`config.mk`:
```
export PLATFORM = sky130hd
export DESIGN_NAME = ctm_top
export DESIGN_NICKNAME = d
export VERILOG_FILES = /design/src/ctm_sync.v /design/src/ctm_timer.v /design/src/ctm_top.v
export VERILOG_INCLUDE_DIRS = /design/src
export SDC_FILE = /design/constraint.sdc
export NUM_CORES = 2
export LEC_CHECK = 0
export BUFFER_PORTS_ARGS = -buffer_cell sky130_fd_sc_hd__clkbuf_2
export CAP_MARGIN = 25
export CORE_ASPECT_RATIO = 0.9
export CORE_UTILIZATION = 25
export DETAILED_ROUTE_END_ITERATION = 6
export GPL_ROUTABILITY_DRIVEN = 0
export HOLD_SLACK_MARGIN = 0.06
export PLACE_DENSITY = 0.35
export SYNTH_ARGS = -nofsm -noshare
export SYNTH_HDL_FRONTEND = slang
export SYNTH_SLANG_ARGS = --single-unit
```
`constraint.sdc`:
```
create_clock -name CLOCK -period 5.2 [get_ports CLOCK]
set_clock_uncertainty 0.2 [all_clocks]
set_input_delay 0.26 -clock CLOCK [delete_from_list [all_inputs] [get_ports CLOCK]]
set_output_delay 0.26 -clock CLOCK [all_outputs]
set_load 0.005 [all_outputs]
```
`src/ctm_defs.vh`:
```
/*
 constants for the match/capture counter/timer block: register offsets,
 field positions, bus response codes and action codes.
 assumes: included by bare name from the design files of this block.
*/
`ifndef CTM_DEFS_VH
`define CTM_DEFS_VH

// ----------------------------------------
// register map, byte offsets per timer slot
// ----------------------------------------
`define CTM_SLOT_BITS 6
`define CTM_OFS_CTRL 6'h00
`define CTM_OFS_COUNT 6'h04
`define CTM_OFS_PRESCALE 6'h08
`define CTM_OFS_PRECOUNT 6'h0c
`define CTM_OFS_MATCH0 6'h10
`define CTM_OFS_MATCH1 6'h14
`define CTM_OFS_MATCH2 6'h18
`define CTM_OFS_MATCH3 6'h1c
`define CTM_OFS_MCTRL 6'h20
`define CTM_OFS_OUTCTRL 6'h24
`define CTM_OFS_CAPCTRL 6'h28
`define CTM_OFS_CAP0 6'h2c
`define CTM_OFS_CAP1 6'h30
`define CTM_OFS_STATUS 6'h34
`define CTM_OFS_MASK 6'h38

// ----------------------------------------
// control register fields
// ----------------------------------------
`define CTM_CTRL_EN 0
`define CTM_CTRL_CLR 1
`define CTM_CTRL_CNTMODE 2
`define CTM_CTRL_CNTSRC 3
`define CTM_CTRL_EDGE_LO 4
`define CTM_CTRL_EDGE_HI 5
`define CTM_CTRL_CLRCAP 6
`define CTM_CTRL_CLREN 7
`define CTM_CTRL_CLREDGE 8

// ----------------------------------------
// match control: 3 bits per channel (irq, reset, stop)
// ----------------------------------------
`define CTM_MC_IRQ 0
`define CTM_MC_RST 1
`define CTM_MC_STOP 2
`define CTM_MC_W 3

// output action codes, 2 bits per channel
`define CTM_ACT_NONE 2'h0
`define CTM_ACT_LOW 2'h1
`define CTM_ACT_HIGH 2'h2
`define CTM_ACT_TOGGLE 2'h3

// capture control: 3 bits per channel (rise, fall, irq)
`define CTM_CC_RISE 0
`define CTM_CC_FALL 1
`define CTM_CC_IRQ 2
`define CTM_CC_W 3

// status bits: matches 0..3, captures 4..5
`define CTM_ST_CAP0 4
`define CTM_ST_W 6

`define CTM_NUM_MATCH 4
`define CTM_RESP_OKAY 2'h0
`define CTM_RESP_SLVERR 2'h2

`endif

```
`src/ctm_sync.v`:
```
/*
 two flip-flop synchroniser for a pin input.
 assumes: single clock domain, clock enable freezes the flops.
*/
`timescale 1ns/100ps
`default_nettype none
module ctm_sync (
	input wire CLOCK,
	input wire RST_B,
	input wire CE,
	input wire d,
	output reg q
);
	reg stage1;

	always @(posedge CLOCK or negedge RST_B) begin
		if (!RST_B) begin
			stage1 <= 1'b0;
			q <= 1'b0;
		end else if (CE) begin
			stage1 <= d;
			q <= stage1;
		end
	end
endmodule
`default_nettype wire

```
`src/ctm_timer.v`:
```
/*
 one counter/timer: prescaler, count, four matches with actions and outputs,
 two capture channels with clear-on-capture, counter mode.
 assumes: register writes arrive as one-cycle strobes from the bus slave;
 capture inputs are already synchronised.
*/
// The placing of the registers and the AXI4-Lite interface to the registers were chosen for this implementation.
`timescale 1ns/100ps
`default_nettype none
`include "ctm_defs.vh"
module ctm_timer #(
	parameter W = 32
) (
	input wire CLOCK,
	input wire RST_B,
	input wire CE,
	input wire wr,
	input wire [5:0] wr_ofs,
	input wire [31:0] wr_data,
	input wire [5:0] rd_ofs,
	output reg [31:0] rd_data,
	input wire [1:0] cap_in,
	output reg [3:0] mat_out,
	output wire irq
);
	reg [8:0] ctrl;
	reg [W-1:0] count;
	reg [W-1:0] prescale;
	reg [W-1:0] precount;
	reg [W-1:0] match [0:3];
	reg [11:0] mctrl;
	reg [7:0] outctrl;
	reg [5:0] capctrl;
	reg [W-1:0] cap [0:1];
	reg [`CTM_ST_W-1:0] status;
	reg [`CTM_ST_W-1:0] mask;
	reg [1:0] cap_prev;
	reg [3:0] mhit_prev;
	reg [3:0] next_mat;
	reg [`CTM_ST_W-1:0] events;
	reg tick;
	reg stop_hit;
	reg rst_hit;
	reg clr_evt;
	wire adv;
	wire [1:0] rise = cap_in & ~cap_prev;
	wire [1:0] fall = ~cap_in & cap_prev;
	wire cnt_in = ctrl[`CTM_CTRL_CNTSRC] ? cap_in[1] : cap_in[0];
	wire cnt_rise = ctrl[`CTM_CTRL_CNTSRC] ? rise[1] : rise[0];
	wire cnt_fall = ctrl[`CTM_CTRL_CNTSRC] ? fall[1] : fall[0];
	wire [1:0] cap_evt;
	wire [3:0] mhit;
	wire [3:0] mnew = mhit & ~mhit_prev;
	integer i;
	integer j;

	// ----------------------------------------
	// match compare and capture events
	// ----------------------------------------
	genvar g;
	generate
		for (g = 0; g < 4; g = g + 1) begin : gm
			assign mhit[g] = (count == match[g]);
		end
		for (g = 0; g < 2; g = g + 1) begin : gc
			assign cap_evt[g] = (capctrl[g*`CTM_CC_W+`CTM_CC_RISE] & rise[g]) |
				(capctrl[g*`CTM_CC_W+`CTM_CC_FALL] & fall[g]);
		end
	endgenerate

	assign irq = |(status & mask);

	always @* begin
		// counter mode: edges of selected capture input, else prescaled clock
		if (ctrl[`CTM_CTRL_CNTMODE])
			tick = (ctrl[`CTM_CTRL_EDGE_LO] & cnt_rise) | (ctrl[`CTM_CTRL_EDGE_HI] & cnt_fall);
		else
			tick = (precount == prescale);
		stop_hit = 1'b0;
		rst_hit = 1'b0;
		events = {`CTM_ST_W{1'b0}};
		next_mat = mat_out;
		for (i = 0; i < `CTM_NUM_MATCH; i = i + 1) begin
			if (mnew[i]) begin
				events[i] = mctrl[i*`CTM_MC_W+`CTM_MC_IRQ];
				stop_hit = stop_hit | mctrl[i*`CTM_MC_W+`CTM_MC_STOP];
				rst_hit = rst_hit | mctrl[i*`CTM_MC_W+`CTM_MC_RST];
				case (outctrl[i*2+:2])
					`CTM_ACT_LOW: next_mat[i] = 1'b0;
					`CTM_ACT_HIGH: next_mat[i] = 1'b1;
					`CTM_ACT_TOGGLE: next_mat[i] = ~mat_out[i];
					default: next_mat[i] = mat_out[i];
				endcase
			end
		end
		events[`CTM_ST_CAP0] = cap_evt[0] & capctrl[`CTM_CC_IRQ];
		events[`CTM_ST_CAP0+1] = cap_evt[1] & capctrl[`CTM_CC_W+`CTM_CC_IRQ];
		// clear on chosen edge of chosen capture input
		clr_evt = ctrl[`CTM_CTRL_CLREN] &
			(ctrl[`CTM_CTRL_CLRCAP] ? (ctrl[`CTM_CTRL_CLREDGE] ? fall[1] : rise[1]) :
			(ctrl[`CTM_CTRL_CLREDGE] ? fall[0] : rise[0]));
	end

	// count advances on a tick unless held, disabled or halted by a match
	assign adv = ctrl[`CTM_CTRL_EN] & ~ctrl[`CTM_CTRL_CLR] & tick & ~stop_hit;

	// ----------------------------------------
	// state
	// ----------------------------------------
	always @(posedge CLOCK or negedge RST_B) begin
		if (!RST_B) begin
			ctrl <= 9'h000;
			count <= {W{1'b0}};
			prescale <= {W{1'b0}};
			precount <= {W{1'b0}};
			for (j = 0; j < 4; j = j + 1)
				match[j] <= {W{1'b0}};
			mctrl <= 12'h000;
			outctrl <= 8'h00;
			capctrl <= 6'h00;
			cap[0] <= {W{1'b0}};
			cap[1] <= {W{1'b0}};
			status <= {`CTM_ST_W{1'b0}};
			mask <= {`CTM_ST_W{1'b0}};
			cap_prev <= 2'h0;
			mhit_prev <= 4'h0;
			mat_out <= 4'h0;
		end else if (CE) begin
			cap_prev <= cap_in;
			mhit_prev <= mhit;
			mat_out <= next_mat;
			// capture holds the count reached this cycle, before any clear
			if (cap_evt[0])
				cap[0] <= count + {{(W-1){1'b0}}, adv};
			if (cap_evt[1])
				cap[1] <= count + {{(W-1){1'b0}}, adv};
			// set wins over write-one-to-clear
			if (wr && wr_ofs == `CTM_OFS_STATUS)
				status <= (status & ~wr_data[`CTM_ST_W-1:0]) | events;
			else
				status <= status | events;
			if (ctrl[`CTM_CTRL_EN] && !ctrl[`CTM_CTRL_CLR]) begin
				if (!ctrl[`CTM_CTRL_CNTMODE])
					precount <= tick ? {W{1'b0}} : precount + 1'b1;
				if (adv)
					count <= count + 1'b1;
			end
			if (rst_hit || ctrl[`CTM_CTRL_CLR] || clr_evt) begin
				count <= {W{1'b0}};
				precount <= {W{1'b0}};
			end
			if (stop_hit)
				ctrl[`CTM_CTRL_EN] <= 1'b0;
			if (wr) begin
				case (wr_ofs)
					`CTM_OFS_CTRL: ctrl <= wr_data[8:0];
					`CTM_OFS_COUNT: count <= wr_data[W-1:0];
					`CTM_OFS_PRESCALE: prescale <= wr_data[W-1:0];
					`CTM_OFS_PRECOUNT: precount <= wr_data[W-1:0];
					`CTM_OFS_MATCH0: match[0] <= wr_data[W-1:0];
					`CTM_OFS_MATCH1: match[1] <= wr_data[W-1:0];
					`CTM_OFS_MATCH2: match[2] <= wr_data[W-1:0];
					`CTM_OFS_MATCH3: match[3] <= wr_data[W-1:0];
					`CTM_OFS_MCTRL: mctrl <= wr_data[11:0];
					`CTM_OFS_OUTCTRL: outctrl <= wr_data[7:0];
					`CTM_OFS_CAPCTRL: capctrl <= wr_data[5:0];
					`CTM_OFS_MASK: mask <= wr_data[`CTM_ST_W-1:0];
					default: ;
				endcase
			end
		end
	end

	// ----------------------------------------
	// read mux
	// ----------------------------------------
	always @* begin
		rd_data = 32'h0000_0000;
		case (rd_ofs)
			`CTM_OFS_CTRL: rd_data[8:0] = ctrl;
			`CTM_OFS_COUNT: rd_data[W-1:0] = count;
			`CTM_OFS_PRESCALE: rd_data[W-1:0] = prescale;
			`CTM_OFS_PRECOUNT: rd_data[W-1:0] = precount;
			`CTM_OFS_MATCH0: rd_data[W-1:0] = match[0];
			`CTM_OFS_MATCH1: rd_data[W-1:0] = match[1];
			`CTM_OFS_MATCH2: rd_data[W-1:0] = match[2];
			`CTM_OFS_MATCH3: rd_data[W-1:0] = match[3];
			`CTM_OFS_MCTRL: rd_data[11:0] = mctrl;
			`CTM_OFS_OUTCTRL: rd_data[7:0] = outctrl;
			`CTM_OFS_CAPCTRL: rd_data[5:0] = capctrl;
			`CTM_OFS_CAP0: rd_data[W-1:0] = cap[0];
			`CTM_OFS_CAP1: rd_data[W-1:0] = cap[1];
			`CTM_OFS_STATUS: rd_data[`CTM_ST_W-1:0] = status;
			`CTM_OFS_MASK: rd_data[`CTM_ST_W-1:0] = mask;
			default: rd_data = 32'h0000_0000;
		endcase
	end
endmodule
`default_nettype wire

```
`src/ctm_top.v`:
```
/*
 four counter/timers (two 32-bit, two 16-bit) behind one AXI4-Lite slave.
 assumes: capture pins are asynchronous; one clock, clock enable freezes all.
*/
// Operation
// - two 32-bit and two 16-bit timers with identical behaviour.
// - timer mode advances count on prescaled system clock cycles.
// - prescaler as wide as count, programmable, divides counter clock.
// - four match values per timer; equality triggers configured actions.
// - match may let counting continue, interrupt only if enabled.
// - match may halt the counter, optional interrupt.
// - match may reset the counter to zero, optional interrupt.
// - four match outputs: go low, go high, toggle, or unchanged.
// - two capture channels copy count on input edge, optional interrupt.
// - chosen capture edge may clear counter and prescaler.
// - clear on one edge, capture on other, gives pulse width.
// - counter mode selectable besides timer mode.
`timescale 1ns/100ps
`default_nettype none
`include "ctm_defs.vh"
module ctm_top (
	input wire CLOCK,
	input wire RST_B,
	input wire CE,
	input wire [7:0] AWADDR,
	input wire AWVALID,
	output wire AWREADY,
	input wire [31:0] WDATA,
	input wire [3:0] WSTRB,
	input wire WVALID,
	output wire WREADY,
	output reg [1:0] BRESP,
	output reg BVALID,
	input wire BREADY,
	input wire [7:0] ARADDR,
	input wire ARVALID,
	output wire ARREADY,
	output reg [31:0] RDATA,
	output reg [1:0] RRESP,
	output reg RVALID,
	input wire RREADY,
	input wire [7:0] CAP_PIN,
	output wire [15:0] MATCH_OUT,
	output wire IRQ
);
	reg aw_held;
	reg w_held;
	reg [7:0] aw_addr;
	reg [31:0] w_data;
	wire [7:0] cap_sync;
	wire [31:0] rd_word [0:3];
	wire [3:0] irqs;
	wire do_write = aw_held && w_held && !BVALID;
	wire [1:0] rsel = ARADDR[7:`CTM_SLOT_BITS];
	wire [1:0] wsel = aw_addr[7:`CTM_SLOT_BITS];
	reg wstrb_ok;
	wire wok = (aw_addr[5:0] <= `CTM_OFS_MASK) && (aw_addr[1:0] == 2'h0) && wstrb_ok;

	assign AWREADY = CE && !aw_held && !BVALID;
	assign WREADY = CE && !w_held && !BVALID;
	assign ARREADY = CE && !RVALID;
	assign IRQ = |irqs;

	// ----------------------------------------
	// pin synchronisers and timers
	// ----------------------------------------
	genvar g;
	generate
		for (g = 0; g < 8; g = g + 1) begin : gs
			ctm_sync u_sync (
				.CLOCK(CLOCK),
				.RST_B(RST_B),
				.CE(CE),
				.d(CAP_PIN[g]),
				.q(cap_sync[g])
			);
		end
		for (g = 0; g < 4; g = g + 1) begin : gt
			ctm_timer #(.W(g < 2 ? 32 : 16)) u_tmr (
				.CLOCK(CLOCK),
				.RST_B(RST_B),
				.CE(CE),
				.wr(do_write && wok && wsel == g),
				.wr_ofs(aw_addr[5:0]),
				.wr_data(w_data),
				.rd_ofs(ARADDR[5:0]),
				.rd_data(rd_word[g]),
				.cap_in(cap_sync[g*2+:2]),
				.mat_out(MATCH_OUT[g*4+:4]),
				.irq(irqs[g])
			);
		end
	endgenerate

	// ----------------------------------------
	// axi4-lite slave
	// ----------------------------------------
	always @(posedge CLOCK or negedge RST_B) begin
		if (!RST_B) begin
			aw_held <= 1'b0;
			w_held <= 1'b0;
			aw_addr <= 8'h00;
			w_data <= 32'h0000_0000;
			wstrb_ok <= 1'b0;
			BVALID <= 1'b0;
			BRESP <= `CTM_RESP_OKAY;
			RVALID <= 1'b0;
			RRESP <= `CTM_RESP_OKAY;
			RDATA <= 32'h0000_0000;
		end else if (CE) begin
			if (AWVALID && AWREADY) begin
				aw_held <= 1'b1;
				aw_addr <= AWADDR;
			end
			if (WVALID && WREADY) begin
				w_held <= 1'b1;
				w_data <= WDATA;
				wstrb_ok <= &WSTRB;
			end
			if (do_write) begin
				aw_held <= 1'b0;
				w_held <= 1'b0;
				BVALID <= 1'b1;
				BRESP <= wok ? `CTM_RESP_OKAY : `CTM_RESP_SLVERR;
			end else if (BVALID && BREADY) begin
				BVALID <= 1'b0;
			end
			if (ARVALID && ARREADY) begin
				RVALID <= 1'b1;
				if (ARADDR[5:0] <= `CTM_OFS_MASK && ARADDR[1:0] == 2'h0) begin
					RDATA <= rd_word[rsel];
					RRESP <= `CTM_RESP_OKAY;
				end else begin
					RDATA <= 32'h0000_0000;
					RRESP <= `CTM_RESP_SLVERR;
				end
			end else if (RVALID && RREADY) begin
				RVALID <= 1'b0;
			end
		end
	end
endmodule
`default_nettype wire

```
==> results.json <==
{
  "status": "finished, violations left",
  "violations": "DRC",
  "synth_top_family_by_area": "simple AND/OR/NAND/NOR gates",
  "crit_path_top_delay_cell": "xor2_1",
  "dp.final_hpwl_um": 253000,
  "synth_seq_cells": 1187,
  "synth-warning-count": 0,
  "synth.cell_area_sq_um": 65000,
  "startpoint_type": "flop",
  "start_util": 0.251,
  "p_leak_nw": 33.1,
  "async_flop_share": 1.00,
  "synth_area_leaders": "dfrtp_1, mux2_2, nand2_1",
  "first_pass_iters": 7,
  "vdd_drop_max_v": 0.000348,
  "drt-initial-drc-count": 6674,
  "clock_path_buffers": 3,
  "post_drt_wl_per_cell_um": 34.7,
  "worstMarginPinSlew_ps": 1240,
  "fmaxAchievable_mhz": 214,
  "final_antenna_net_count": 0,
  "setup_viol_count_final": 0,
  "antenna_found_initial": 28,
  "grt.met2_usage": 0.398,
  "syn-mean-instance-area_sq_um": 9.99,
  "required_ps": 5750,
  "cts_tree": "built",
  "cp_slowest_stage_delay_ps": 610,
  "clock-sinks": 1187,
  "path_max_fanout": 7,
  "dp.cells": 9783,
  "worstSetupPathType": "reg -> reg",
  "rrSetupSlack_ps": 520,
  "p_per_area_nw_per_um2": 327,
  "synth_xor_area_frac": 0.0765,
  "fillers": 26900,
  "drc_errors": 1,
  "cp_top_family": "simple AND/OR/NAND/NOR gates",
  "busiest_layer": "met2",
  "grtUsageMet3": 0.0426,
  "path_buf_inv": 1,
  "route.vias.total": 56900,
  "synth-compound-area-share": 0.150,
  "path_cells": "xor2_1 > nor4_1 > nand4_1 > nor4_1 > a2111oi_4 > nand2_1 > inv_1 > ha_1 > ha_1 > nand3_1 > or3_1 > nor2_1 > nand3_1 > xor2_1 > o21ai_0",
  "die-height_um": 486,
  "maxCapViolations": 0,
  "dpl_cell_area_sq_um": 70600,
  "grt_max_degree": 127,
  "min_path_type": "in -> reg",
  "synth_simple_gate_area_frac": 0.152,
  "period_minus_slack_ps": 4680,
  "grt_use_met1": 0.383,
  "fin_nets": 6752,
  "die_area_sq_um": 262000,
  "drv_slew": 0,
  "cts-root-buf": "clkbuf_16",
  "core-area_sq_um": 258000,
  "post-route-period-util": 0.899,
  "layout_common_cells": "dfrtp_1, nand2_1, mux2_2",
  "worstSkewPairLatency_ps": 840,
  "h-tree-depth": 4,
  "instances_no_fill": 10200,
  "vias_per_cell": 5.58,
  "die_w_um": 539,
  "core.rowCount": 177,
  "grt_pass1_vias": 55500,
  "endpoint_kind": "flop",
  "rsz0062_at_grt": "false",
  "synth_cell_types": 89,
  "io_pins": 126,
  "stdcell_area_sq_um": 77300,
  "grt-ovfl-total": 0,
  "cp.arrival_ps": 5220,
  "synth_top_area_share": 0.457,
  "layout_commonest_cell": "dfrtp_1",
  "ys_dominant_reg_cell": "dfrtp_1",
  "grt.total_usage": 0.264,
  "synth_edf_count": 0,
  "clk_pin_slew_ps": 60,
  "yosysTopAreaCell": "dfrtp_1",
  "grt_pass1_wl_um": 485000,
  "synthAdderAreaFrac": 0.00308,
  "hold_viol": 0,
  "synth.area.mux_share": 0.120,
  "io_buffers": 123,
  "setup_tns_ps": 0,
  "finalWirelength_um": 354000,
  "relSlewSlack": 0.174,
  "layout-drive-gt1-share": 0.217,
  "ys_seq_area_frac": 0.457,
  "areaGrowthSynthToFinish_pct": 18.9,
  "cts_buffers": 155,
  "syn_inst": 6505
}
layer usage:
layer  wire length, um  share of wire  vias up
met4             11500          0.033        6
met1            165000           0.47    30100
met3             23200          0.066      421
met5                34       0.000096        -
met2            154000           0.43     2210
li1                  -              -    24200
cells by family (layout without fill, tap and decap cells):
kind of cell,count (synthesis),after routing
simple gates,1967,1967
compound gates,1398,1398
flops,1187,1187
mux,690,690
buf+inv,678,958
xor+xnor,568,568
fa+ha+maj,16,16
other cells,1,12
layout make-up:
cell class	instances	area [sq um]	share of cell area
multi-input combinational	4641	32900	0.425
inverter	120	458	0.00593
tap	3401	4260	0.0551
timing repair buffer	563	4640	0.0601
clock inverter	47	701	0.00907
sequential	1187	29700	0.385
antenna	10	25.0	0.000324
clock buffer	228	4590	0.0595
final timing paths:
check                                                       from                                 to  cells past startpoint
worst max register to register  gt[0].u_tmr.count[3]$_DFFE_PN0P_    gt[0].u_tmr.cap[18]$_DFFE_PN0P_                     15
worst min-delay path                                      WVALID             w_data[26]$_DFFE_PN0P_                      4
worst max-delay path            gt[0].u_tmr.count[3]$_DFFE_PN0P_    gt[0].u_tmr.cap[18]$_DFFE_PN0P_                     15
min in group asynchronous                                  RST_B  gt[3].u_tmr.match[35]$_DFFE_PN0P_                      4
worst min register to register   gt[3].u_tmr.cap[10]$_DFFE_PN0P_    gt[3].u_tmr.cap[10]$_DFFE_PN0P_                      2
max in group asynchronous                                  RST_B  gt[1].u_tmr.count[19]$_DFFE_PN0P_                      4
repair_timing:
action                                  in CTS  in global routing
buffers inserted                             0                  0
endpoints found under the setup margin       0                  0
hold buffers                               128                  0
resized for setup                            0                  0
endpoints found under the hold margin      622                  0
tightest hold or removal path: stages:
cell and delay (ps):
clkbuf_2 100, and2_2 470, nand2_1 200, nand2_1 50
cells in the mapped netlist (9+ instances only):
master	instances
o21ai_0	375
a31oi_1	52
or2_2	14
or4_1	35
o22ai_1	14
a21o_1	19
a211o_1	27
nand2_1	712
nor3b_1	15
a22oi_1	325
mux2_2	681
nor2_1	206
or3_1	43
nor2b_1	36
nor4b_1	9
a222oi_1	20
a21oi_1	141
a221oi_1	88
nand3b_1	15
a22o_1	93
o221ai_1	12
a32oi_1	16
o2bb2ai_1	19
o21a_1	19
xnor2_1	283
ha_1	16
inv_1	120
o211ai_1	24
nand3_1	234
nor4_1	131
a221o_1	39
buf_2	112
buf_1	46
and3_1	78
clkbuf_1	396
nand2b_1	20
and2_1	32
xor2_1	285
nor3_1	116
dfrtp_1	1187
o31ai_1	28
and4_1	27
nand4_1	206
flip-flops by register name, summed over array words and instances (netlist names), 32 cells and up:
| signal | count |
|---|---|
| gt.u_tmr.ctrl | 36 |
| gt.u_tmr.outctrl | 32 |
| gt.u_tmr.cap | 192 |
| RDATA | 32 |
| gt.u_tmr.prescale | 96 |
| gt.u_tmr.precount | 96 |
| w_data | 32 |
| gt.u_tmr.count | 96 |
| gt.u_tmr.mctrl | 48 |
| gt.u_tmr.match | 384 |
metrics by stage:
stage | setup WS (ps) | total power, mW | utilization | hold WS, ps
finish | 523 | 25.3 | 0.299 | 103
global route | 316 | 26.0 | 0.299 | 108
CTS | 618 | 25.5 | 0.299 | 60.7
detailed placement | 636 | 13.9 | 0.273 | 220
global placement | 605 | 13.9 | 0.273 | 230
floorplan | 1420 | 11.2 | - | -236
report_power, final:
part	switching [mW]	internal (mW)
clock network	4.64	6.77
logic	2.71	0.754
registers	0.933	9.50
total	8.28	17.0
(Power assumes the default switching activity.)
